**config.mk**
```make
export PLATFORM = sky130hd
export DESIGN_NAME = dual_comparator_monitor_filter
export DESIGN_NICKNAME = d
export VERILOG_FILES = /design/src/logic/cmp_monitor_pkg.sv /design/src/logic/dual_comparator_monitor_filter.sv
export SDC_FILE = /design/constraint.sdc
export NUM_CORES = 1
export LEC_CHECK = 0
export ABC_AREA = 1
export BUFFER_PORTS_ARGS = -buffer_cell sky130_fd_sc_hd__buf_2
export CORE_ASPECT_RATIO = 1.1
export CORE_MARGIN = 2
export CORE_UTILIZATION = 50
export CTS_BUF_LIST = sky130_fd_sc_hd__clkbuf_2
export CTS_CLUSTER_SIZE = 40
export DETAILED_ROUTE_END_ITERATION = 16
export GPL_TIMING_DRIVEN = 1
export PLACE_DENSITY = 0.84
export SETUP_SLACK_MARGIN = 0.1
export SLEW_MARGIN = 0
export SYNTH_ARGS = -nofsm -noshare
export SYNTH_HDL_FRONTEND = slang
export SYNTH_SLANG_ARGS = --single-unit
```
**constraint.sdc**
```tcl
create_clock -name mclk -period 2.4 [get_ports mclk]
set_input_delay 0.6 -clock mclk [delete_from_list [all_inputs] [get_ports mclk]]
set_output_delay 0.6 -clock mclk [all_outputs]
set_load 0.02 [all_outputs]
```
**src/logic/cmp_monitor_pkg.sv**
```systemverilog
// Purpose: Constants and types shared by the dual comparator monitor filter.
// Assumes: APB byte address is four times the register index.
// Notes:   Inputs are ordered 0, 1, 3 in every three-wide vector.
package cmp_monitor_pkg;

  // Register indexes; the byte address is four times the index.
  localparam logic [8:0] IDX_CMP_CONTROL   = 9'h1F8;
  localparam logic [8:0] IDX_EDGE_ENABLE   = 9'h1FA;
  localparam logic [8:0] IDX_FILTER_SELECT = 9'h1FC;
  localparam logic [8:0] IDX_IRQ_STATUS    = 9'h1F0;
  localparam logic [8:0] IDX_IRQ_MASK      = 9'h1F1;
  localparam logic [8:0] IDX_INT_CTL_BASE  = 9'h1F4;
  localparam logic [8:0] IDX_INT_CTL_LAST  = 9'h1F6;

  // Comparator control fields.
  localparam int         CMP1_RUN_BIT    = 0;
  localparam int         CMP1_RESULT_BIT = 3;
  localparam int         CMP3_RUN_BIT    = 4;
  localparam int         CMP3_RESULT_BIT = 7;
  localparam logic [7:0] CMP_CTL_WMASK   = 8'h77;

  // Inputs 0, 1 and 3 use the same bit base in edge enable and filter select.
  localparam int         NUM_IN          = 3;
  localparam int         IN_BASE [NUM_IN] = '{0, 2, 6};

  // Interrupt control fields: priority level and edge sense.
  localparam int         INTCTL_SENSE_BIT = 4;

  // Reset values.
  localparam logic [7:0] REG_RESET    = 8'h00;
  localparam logic [4:0] INTCTL_RESET = 5'h00;

  // Filter select codes and sampling divider masks.
  localparam logic [1:0] FILT_NONE = 2'h0;
  localparam logic [1:0] FILT_F1   = 2'h1;
  localparam logic [1:0] FILT_F8   = 2'h2;
  localparam logic [1:0] FILT_F32  = 2'h3;
  localparam logic [4:0] F8_MASK   = 5'h07;
  localparam logic [4:0] F32_MASK  = 5'h1F;

  // Comparator settling time that software must wait.
  localparam int SETTLE_TIME_US = 100;
  localparam int CLK_MHZ        = 20;
  localparam int SETTLE_CYCLES  = SETTLE_TIME_US * CLK_MHZ;

  // Link to the interrupt controller.
  typedef struct packed {
    logic [NUM_IN-1:0]      pending;
    logic [NUM_IN-1:0][2:0] level;
  } irq_link_type;

  // Whole state of the monitor.
  typedef struct packed {
    logic [7:0]             cmpCtl;
    logic [7:0]             edgeEn;
    logic [7:0]             filtSel;
    logic [NUM_IN-1:0]      pend;
    logic [NUM_IN-1:0]      mask;
    logic [NUM_IN-1:0][4:0] intCtl;
    logic [1:0]             syncA;
    logic [1:0]             syncB;
    logic [4:0]             prescale;
    logic [NUM_IN-1:0][2:0] samples;
    logic [NUM_IN-1:0]      level;
    logic [31:0]            rdata;
    logic                   slvErr;
  } monitor_state_type;

endpackage : cmp_monitor_pkg

```
**src/logic/dual_comparator_monitor_filter.sv**
```systemverilog
// Purpose: Digital side of comparator channels 1 and 3 with shared pin filters.
// Assumes: APB slave with zero wait states; pin inputs synchronous to mclk.
// Notes:   Comparator outputs are asynchronous and pass two flip-flops first.
`timescale 1ns/1ps
module dual_comparator_monitor_filter
  import cmp_monitor_pkg::*;
(
  // Clock and reset
  input  wire logic         mclk,
  input  wire logic         sys_rst,
  // APB slave
  input  wire logic         psel,
  input  wire logic         penable,
  input  wire logic         pwrite,
  input  wire logic [11:0]  paddr,
  input  wire logic [31:0]  pwdata,
  input  wire logic [3:0]   pstrb,
  output logic      [31:0]  prdata,
  output logic              pready,
  output logic              pslverr,
  // Comparator outputs from the analog block
  input  wire logic         cmpRaw1,
  input  wire logic         cmpRaw3,
  // External interrupt pins
  input  wire logic         pinLevel0,
  input  wire logic         pinLevel1,
  input  wire logic         pinLevel3,
  // Interrupt controller side
  output logic              irqOut,
  output irq_link_type      irqLink
);

  monitor_state_type st_q;
  monitor_state_type st_d;

  logic [8:0]        regIdx;
  logic [8:0]        ctlOff;
  logic [1:0]        ctlSel;
  logic              wordOk;
  logic              isCtl;
  logic              hit;
  logic              doWrite;
  logic [7:0]        wByte;
  logic [7:0]        rdByte;
  logic [1:0]        cmpNow;
  logic [NUM_IN-1:0] src;
  logic [NUM_IN-1:0] tick;
  logic [NUM_IN-1:0] lvlNext;
  logic [NUM_IN-1:0] rise;
  logic [NUM_IN-1:0] fall;
  logic [NUM_IN-1:0] edgeHit;
  logic [NUM_IN-1:0] setEv;
  logic [NUM_IN-1:0] spur;
  logic [NUM_IN-1:0] w1c;
  logic [1:0]        sel;
  logic [2:0]        smp;

  assign regIdx  = paddr[10:2];
  assign wordOk  = (paddr[1:0] == 2'h0) && !paddr[11];
  assign ctlOff  = regIdx - IDX_INT_CTL_BASE;
  assign ctlSel  = ctlOff[1:0];
  assign isCtl   = (regIdx >= IDX_INT_CTL_BASE) && (regIdx <= IDX_INT_CTL_LAST);
  assign hit     = wordOk && (isCtl || regIdx == IDX_CMP_CONTROL || regIdx == IDX_EDGE_ENABLE
                   || regIdx == IDX_FILTER_SELECT || regIdx == IDX_IRQ_STATUS
                   || regIdx == IDX_IRQ_MASK);
  assign doWrite = psel && penable && pwrite && hit && pstrb[0];
  assign wByte   = pwdata[7:0];

  always_comb begin
    st_d    = st_q;
    rdByte  = 8'h00;
    tick    = '0;
    lvlNext = st_q.level;
    rise    = '0;
    fall    = '0;
    edgeHit = '0;
    setEv   = '0;
    spur    = '0;
    w1c     = '0;
    sel     = FILT_NONE;
    smp     = 3'h0;

    st_d.syncA    = {cmpRaw3, cmpRaw1};
    st_d.syncB    = st_q.syncA;
    st_d.prescale = st_q.prescale + 5'h01;

    cmpNow = {st_q.cmpCtl[CMP3_RUN_BIT] & st_q.syncB[1],
              st_q.cmpCtl[CMP1_RUN_BIT] & st_q.syncB[0]};

    src = {st_q.cmpCtl[CMP3_RUN_BIT] ? cmpNow[1] : pinLevel3,
           st_q.cmpCtl[CMP1_RUN_BIT] ? cmpNow[0] : pinLevel1,
           pinLevel0};

    // Register read data is captured in the setup cycle.
    case (regIdx)
      IDX_CMP_CONTROL:   rdByte = {cmpNow[1], st_q.cmpCtl[6:4], cmpNow[0], st_q.cmpCtl[2:0]};
      IDX_EDGE_ENABLE:   rdByte = st_q.edgeEn;
      IDX_FILTER_SELECT: rdByte = st_q.filtSel;
      IDX_IRQ_STATUS:    rdByte = {5'h00, st_q.pend};
      IDX_IRQ_MASK:      rdByte = {5'h00, st_q.mask};
      default:           rdByte = isCtl ? {3'h0, st_q.intCtl[ctlSel]} : 8'h00;
    endcase
    if (psel && !penable) begin
      st_d.rdata  = hit ? {24'h000000, rdByte} : 32'h00000000;
      st_d.slvErr = !hit;
    end

    // Writes take effect at the access edge.
    if (doWrite) begin
      case (regIdx)
        IDX_CMP_CONTROL:   st_d.cmpCtl = wByte & CMP_CTL_WMASK;
        IDX_EDGE_ENABLE: begin
          st_d.edgeEn = wByte;
          for (int k = 0; k < NUM_IN; k++) begin
            spur[k] = wByte[IN_BASE[k]] &&
                      (wByte[IN_BASE[k] +: 2] != st_q.edgeEn[IN_BASE[k] +: 2]);
          end
        end
        IDX_FILTER_SELECT: st_d.filtSel = wByte;
        IDX_IRQ_STATUS:    w1c = wByte[NUM_IN-1:0];
        IDX_IRQ_MASK:      st_d.mask = wByte[NUM_IN-1:0];
        default:           st_d.intCtl[ctlSel] = wByte[4:0];
      endcase
    end

    for (int k = 0; k < NUM_IN; k++) begin
      sel = st_q.filtSel[IN_BASE[k] +: 2];
      case (sel)
        FILT_F1:  tick[k] = 1'b1;
        FILT_F8:  tick[k] = (st_q.prescale & F8_MASK) == F8_MASK;
        FILT_F32: tick[k] = (st_q.prescale & F32_MASK) == F32_MASK;
        default:  tick[k] = 1'b0;
      endcase
      smp = {st_q.samples[k][1:0], src[k]};
      if (sel == FILT_NONE) begin
        st_d.samples[k] = {3{src[k]}};
        lvlNext[k]      = src[k];
      end else if (tick[k]) begin
        st_d.samples[k] = smp;
        if (smp == 3'h0 || smp == 3'h7) begin
          lvlNext[k] = src[k];
        end
      end
      st_d.level[k] = lvlNext[k];

      rise[k] = lvlNext[k] & ~st_q.level[k];
      fall[k] = ~lvlNext[k] & st_q.level[k];
      edgeHit[k] = st_q.edgeEn[IN_BASE[k] + 1] ? (rise[k] | fall[k])
                 : (st_q.intCtl[k][INTCTL_SENSE_BIT] ? rise[k] : fall[k]);
      setEv[k] = st_q.edgeEn[IN_BASE[k]] & edgeHit[k];
    end

    st_d.pend = (st_q.pend & ~w1c) | setEv | spur;
  end

  always_ff @(posedge mclk) begin
    if (sys_rst) begin
      st_q         <= '0;
      st_q.cmpCtl  <= REG_RESET;
      st_q.edgeEn  <= REG_RESET;
      st_q.filtSel <= REG_RESET;
      st_q.intCtl  <= {NUM_IN{INTCTL_RESET}};
    end else begin
      st_q <= st_d;
    end
  end

  assign prdata  = st_q.rdata;
  assign pready  = 1'b1;
  assign pslverr = st_q.slvErr;
  assign irqOut  = |(st_q.pend & st_q.mask);

  always_comb begin
    irqLink.pending = st_q.pend;
    for (int k = 0; k < NUM_IN; k++) begin
      irqLink.level[k] = st_q.intCtl[k][2:0];
    end
  end
endmodule : dual_comparator_monitor_filter

```
# [Yosys cells after proc, flatten, opt, wreduce, memory -nomap -nowiden]
# Cells that the tools add are included.
[word_totals] in_bits=58 wordCells=149 output_inout_bits=47 regBits=94
[classes] n_reduce_logical=40 muxes=38 n_bitwise=26 eq_ne=22 n_addsub=2 order_cmp=4
[op_table] operator="9-bit == test, second input constant" count=5
[op_table] operator="8-bit one-hot mux with 5 select lines" count=1
[op_table] operator="1-bit 2-to-1 mux" count=17
[op_table] operator="15-bit bitwise mux" count=1
[op_table] operator="5-bit 2-to-1 mux" count=3
[op_table] operator="2-bit == test, second input constant" count=6
[op_table] operator="3-bit == test, second input constant" count=4
[op_table] operator="1-bit logical AND" count=12
[op_table] operator="2-bit 2-to-1 mux" count=6
[op_table] operator="3-bit 2-to-1 mux" count=4
[op_table] operator="1-bit bitwise AND" count=11
[op_table] operator="5-bit binary-select mux with 2-bit select" count=1
[op_table] operator="5-bit demux with 2-bit select" count=1
[op_table] operator="2-bit AND reduction" count=5
[op_table] operator="9-bit greater-or-equal comparator, second input constant" count=1
[op_table] operator="9-bit less-or-equal comparator, second input constant" count=1
[op_table] operator="3-bit zero test" count=3
[op_table] operator="1-bit one-hot mux with 3 select lines" count=3
[op_table] operator="2-bit zero test" count=4
[op_table] operator="1-bit logical OR" count=8
[op_table] operator="8-bit 2-to-1 mux" count=1
[op_table] operator="1-bit NOT" count=7
[op_table] operator="3-bit bitwise AND" count=2
[op_table] operator="2-bit by 1-bit == test with 1-bit output, second input constant" count=3
[op_table] operator="13 further kinds" count=22

# [Depth between registers and ports, before layout]
[depth] ltp_word=15 depth_mapped=17

# [Least setup slack after synthesis]
# Ideal clock, no wire load.
[synth_timing] path_type="register to register" startpoint="register st_q[45] (netlist bit)" endpoint="register st_q (netlist bit irqLink[10])" t_arrival_ns=2.213 slack_ns=0.059 stages_incl_launch_ff=17 cell_sequence="dfxtp_1 > ha_1 > nand2_1 > nor2_1 > ha_1 > nand2_1 > and3_1 > nor2_1 > nand4_1 > a21oi_1 > inv_1 > ha_1 > mux2_2 > o21ai_0 > nand2_1 > nor2_1 > nor2_1"
[synth_between] elab_chain_len=11
[synth_lines] element="start: declaration" line_no="dual_comparator_monitor_filter.sv:33" source="monitor_state_type st_q;"
[synth_lines] element="start signal: assignment" line_no="dual_comparator_monitor_filter.sv:164" source="st_q <= st_d;"
[synth_lines] element="5-bit == test or 3-bit == test (tied branches)" line_no="dual_comparator_monitor_filter.sv:131, dual_comparator_monitor_filter.sv:130"
[synth_lines] element="1-bit one-hot mux with 3 select lines (*)" line_no="dual_comparator_monitor_filter.sv:128" source="case (sel)"
[synth_lines] element="1-bit 2-to-1 mux (*)" line_no="dual_comparator_monitor_filter.sv:138" source="end else if (tick[k]) begin"
[synth_lines] element="1-bit 2-to-1 mux (*)" line_no="dual_comparator_monitor_filter.sv:135" source="if (sel == FILT_NONE) begin"
[synth_lines] element="via lvlNext[1]" line_no="dual_comparator_monitor_filter.sv:48" source="logic [NUM_IN-1:0] lvlNext;"
[synth_lines] element="1-bit NOT" line_no="dual_comparator_monitor_filter.sv:147" source="fall[k] = ~lvlNext[k] & st_q.level[k];"
[synth_lines] element="1-bit bitwise AND" line_no="dual_comparator_monitor_filter.sv:147"
[synth_lines] element="1-bit 2-to-1 mux or 1-bit OR (tied branches)" line_no="dual_comparator_monitor_filter.sv:149, dual_comparator_monitor_filter.sv:148"
[synth_lines] element="1-bit 2-to-1 mux (*)" line_no="dual_comparator_monitor_filter.sv:148" source="edgeHit[k] = st_q.edgeEn[IN_BASE[k] + 1] ? (rise[k] | fall[k])"
[synth_lines] element="1-bit bitwise AND (*)" line_no="dual_comparator_monitor_filter.sv:150" source="setEv[k] = st_q.edgeEn[IN_BASE[k]] & edgeHit[k];"
[synth_lines] element="3-bit OR (*) (2 in series)" line_no="dual_comparator_monitor_filter.sv:153" source="st_d.pend = (st_q.pend & ~w1c) | setEv | spur;"
# Mark *: on every way through the listed nets, which the timed path passes. The rest lies on a longest branch.
# A chain may end at the register's enable or synchronous reset.

# [Final worst setup path]
[layout_timing] startpoint="register st_q[46] (netlist bit)" endpoint="register st_q (netlist bit irqLink[10])"
# Same word-level chain as after synthesis.

==> results.yml <==
detailed_routing:
  drt_iter0_drc: 331
  via_count: 3919
  ant_nets: 0
  drt_first_pass_iters: 5
  routed_wl_um: 10100
  avgViaCountPerCell: 5.09
  wl_per_cell_um: 13.1
  drc_errors: 0
cts:
  h-tree-depth: 3
  tritoncts: "done"
  cts_buffer_depth: 2
  cts.reportedPaths.clkPinSlew_ns: 0.20
  cts-root-buf: "clkbuf_2"
  cts_sinks: 70
  clk_latency_ns: 0.53
  cts_buffers: 9
placement:
  gp_congestion: 0.923
  dp_cells: 743
  io_buffers: 52
  dpl_cell_area_um2: 4400
  place_ws_ns: -0.159
  dp_hpwl_um: 7300
run_status:
  violations: "negative setup slack"
  status: "finished, violations left"
worst_setup_path:
  r2r_cells: 16
  r2r-start: "st_q[46]$_SDFF_PP0_"
  r2r_slack_ns: -0.03
  critPathKind: "reg2reg"
  r2r-end: "irqLink[10]$_SDFF_PP0_"
  cp_max_fo: 3
  cp_data_required_time_ns: 2.84
  cp-start-kind: "register"
  arrival_ns: 2.87
  critPathCaptureType: "register"
timing:
  slew_violations: 0
  fmax_mhz: 412
  rsz0062_at_grt: "yes"
  fin_skew_ns: 0.0231
  period_share_pct: 101
  setup_ws_ns: -0.0281
  final_hold_viol_count: 0
  period_needed_ns: 2.43
  setup_viol: 2
  setup_tns_ns: -0.0468
grt:
  grt-ovfl-total: 0
  grt_usage_pct: 23.3
  grt_max_degree: 30
  antenna_found_initial: 0
  grt_pass1_wl_um: 17000
  grt_pass1_vias: 3752
cells_and_area:
  nNetsFinal: 724
  syn_to_final_growth_pct: 12.1
  drive_above_1_share_pct: 24.9
  stdcell_area_um2: 4670
  diodes: 0
  layoutNonFillerInstCount: 770
floorplanning:
  die_h_um: 99.7
  die_w_um: 91.0
  ios: 105
  num_rows: 34
  die-area_um2: 9080
  core_um2: 8000
  initial_utilization_pct: 52.1
power:
  p_clk_share_pct: 31.9
  power_density_nw_per_um2: 455
  netSwitchingPower_uw: 615
  ir_worst_vdd_mv: 0.284
  totalPowerFinal_uw: 2120
  switching_share_pct: 28.9
  power.internal_uw: 1510
  p_leak_uw: 0.00219
  pwr-share-comb_pct: 11.8
  pwr-share-seq_pct: 56.3
yosys:
  synthArstFlopShare_pct: 0
  synthFlopType: "dfxtp_1"
  synth_top_area_share_pct: 33.6
  synth_edf_count: 0
  synth.distinct_cells: 42
  ys_top_cells_by_area: "dfxtp_1 34%, nor2_1 10%, nand2_1 9.8%"
  synth_area_leader_cell: "dfxtp_1"
  ys_ff_latch: 70
  syn-cell-area_um2: 4170
  yosysSeqAreaShare_pct: 33.6
  yosysWarnings: 0
  avgSynthCellArea_um2: 6.92
  syn_inst: 602
worst_hold_path:
  hold_end: "st_d[51]$_SDFF_PP0_"
  hold_depth: 3
  worstHoldStart: "cmpRaw3"
  hold_path.class: "in2reg"
job:
  maxCapViolations: 0
metrics by stage:
step / hold WS, ns / util, %
6_report: 0.245 / 58.4
5_1_grt: 0.219 / 58.4
4_1_cts: 0.232 / 58.0
3_5_place_dp: 0.400 / 55.0
3_3_place_gp: 0.394 / 55.0
2_1_floorplan: 0.388 / -
final cells by class:
| cell class | count | area (µm²) |
|---|---|---|
| fillers | 751 | 3330 |
| multi-input cells | 415 | 2230 |
| flip-flops and latches | 70 | 1400 |
| repair buffers | 84 | 500 |
| inverters | 77 | 289 |
| well taps | 108 | 135 |
| clock inverters | 6 | 61.3 |
| clock buffers | 10 | 50.0 |
cell usage after synthesis, types with 3 or more instances:
cell type,n
buf_4,46
nor2_2,4
inv_2,3
nor3_2,6
nand2_2,6
nand2_4,3
inv_1,74
nand4_1,11
ha_1,9
nand2_1,109
o211ai_1,5
a21oi_1,31
nand3_1,16
o21ai_1,17
nand3_2,3
buf_6,4
nor2_4,6
mux2_2,3
dfxtp_1,70
buf_1,4
nor2_1,114
clkbuf_1,5
o21ai_0,14
nor3_1,10
buf_2,4
logic make-up (layout without fill, tap and decap cells):
group / after synthesis / count (layout) / share of synthesized area, %
buffers and inverters: 140 / 177 / 17.6
xor gates and xnor gates: 1 / 1 / 0.210
other: 2 / 25 / 0.180
muxes: 3 / 3 / 0.811
DFF: 70 / 70 / 33.6
AOI/OAI and AO/OA: 79 / 79 / 10.9
and+or+nand+nor: 298 / 298 / 34.0
adders and majority gates: 9 / 9 / 2.70
routing by layer:
metal  vias to the layer above  track usage (%)  wire length, µm
met5                         -                0                0
met4                         0             11.4              321
met3                        29             4.32              743
met2                       151             41.2             5040
met1                      1794             27.1             4010
li1                       1945                -                -
sequential cells by signal, summed over array words and instances (netlist names):
name / cells
pslverr: 1
sel: 2
irqLink: 12
smp: 2
st_q: 43
st_d: 2
prdata: 8
how the worst max path moves through the flow:
stage / slack, ns / cells past startpoint / from / to
6_report: -0.03 / 16 / st_q[46]$_SDFF_PP0_ / irqLink[10]$_SDFF_PP0_
5_1_grt: -0.23 / 16 / st_q[46]$_SDFF_PP0_ / irqLink[10]$_SDFF_PP0_
4_1_cts: -0.002 / 16 / st_q[46]$_SDFF_PP0_ / irqLink[11]$_SDFF_PP0_
3_5_place_dp: -0.16 / 16 / st_q[46]$_SDFF_PP0_ / irqLink[11]$_SDFF_PP0_
3_3_place_gp: -0.05 / 16 / st_q[46]$_SDFF_PP0_ / irqLink[11]$_SDFF_PP0_
2_1_floorplan: 0.11 / 16 / st_q[46]$_SDFF_PP0_ / irqLink[10]$_SDFF_PP0_
critical path: stages (launching register included):
cell and delay [ns]:
dfxtp_2 0.39, ha_4 0.14, nand2_2 0.05, nor2_2 0.08
ha_2 0.22, nand2_2 0.06, and3_4 0.17, nor2_4 0.08
nand4_1 0.11, a21oi_2 0.19, inv_1 0.09, ha_2 0.19
mux2_4 0.28, o21ai_2 0.12, nand2_1 0.06, nor2_1 0.10
nor2_1 0.04
power by group through the flow:
stage / clock, µW / combinational [µW] / sequential, µW
after floorplan: 0 / 172 / 1210
after global placement: 0 / 212 / 1210
after detailed placement: 0 / 220 / 1220
after CTS: 684 / 242 / 1200
after global routing: 738 / 275 / 1200
final: 677 / 251 / 1200
cells in the final DEF, fill, tap and decap left out, types with 15 or more instances in the layout:
master / instances
buf_4: 32
nor2_1: 110
nand2_1: 106
nand3_1: 15
o21ai_1: 17
conb_1: 25
a21oi_1: 28
buf_2: 52
inv_1: 74
dfxtp_1: 68
repair_timing:
item / in CTS / in global routing
endpoints found under the setup margin: 3 / 3
hold endpoints to repair: 0 / 0
setup buffers: 9 / 2
hold buffers: 0 / 0
gates resized for setup: 15 / 6
pin swaps: 15 / 10
Power figures use the tool's default switching activity.
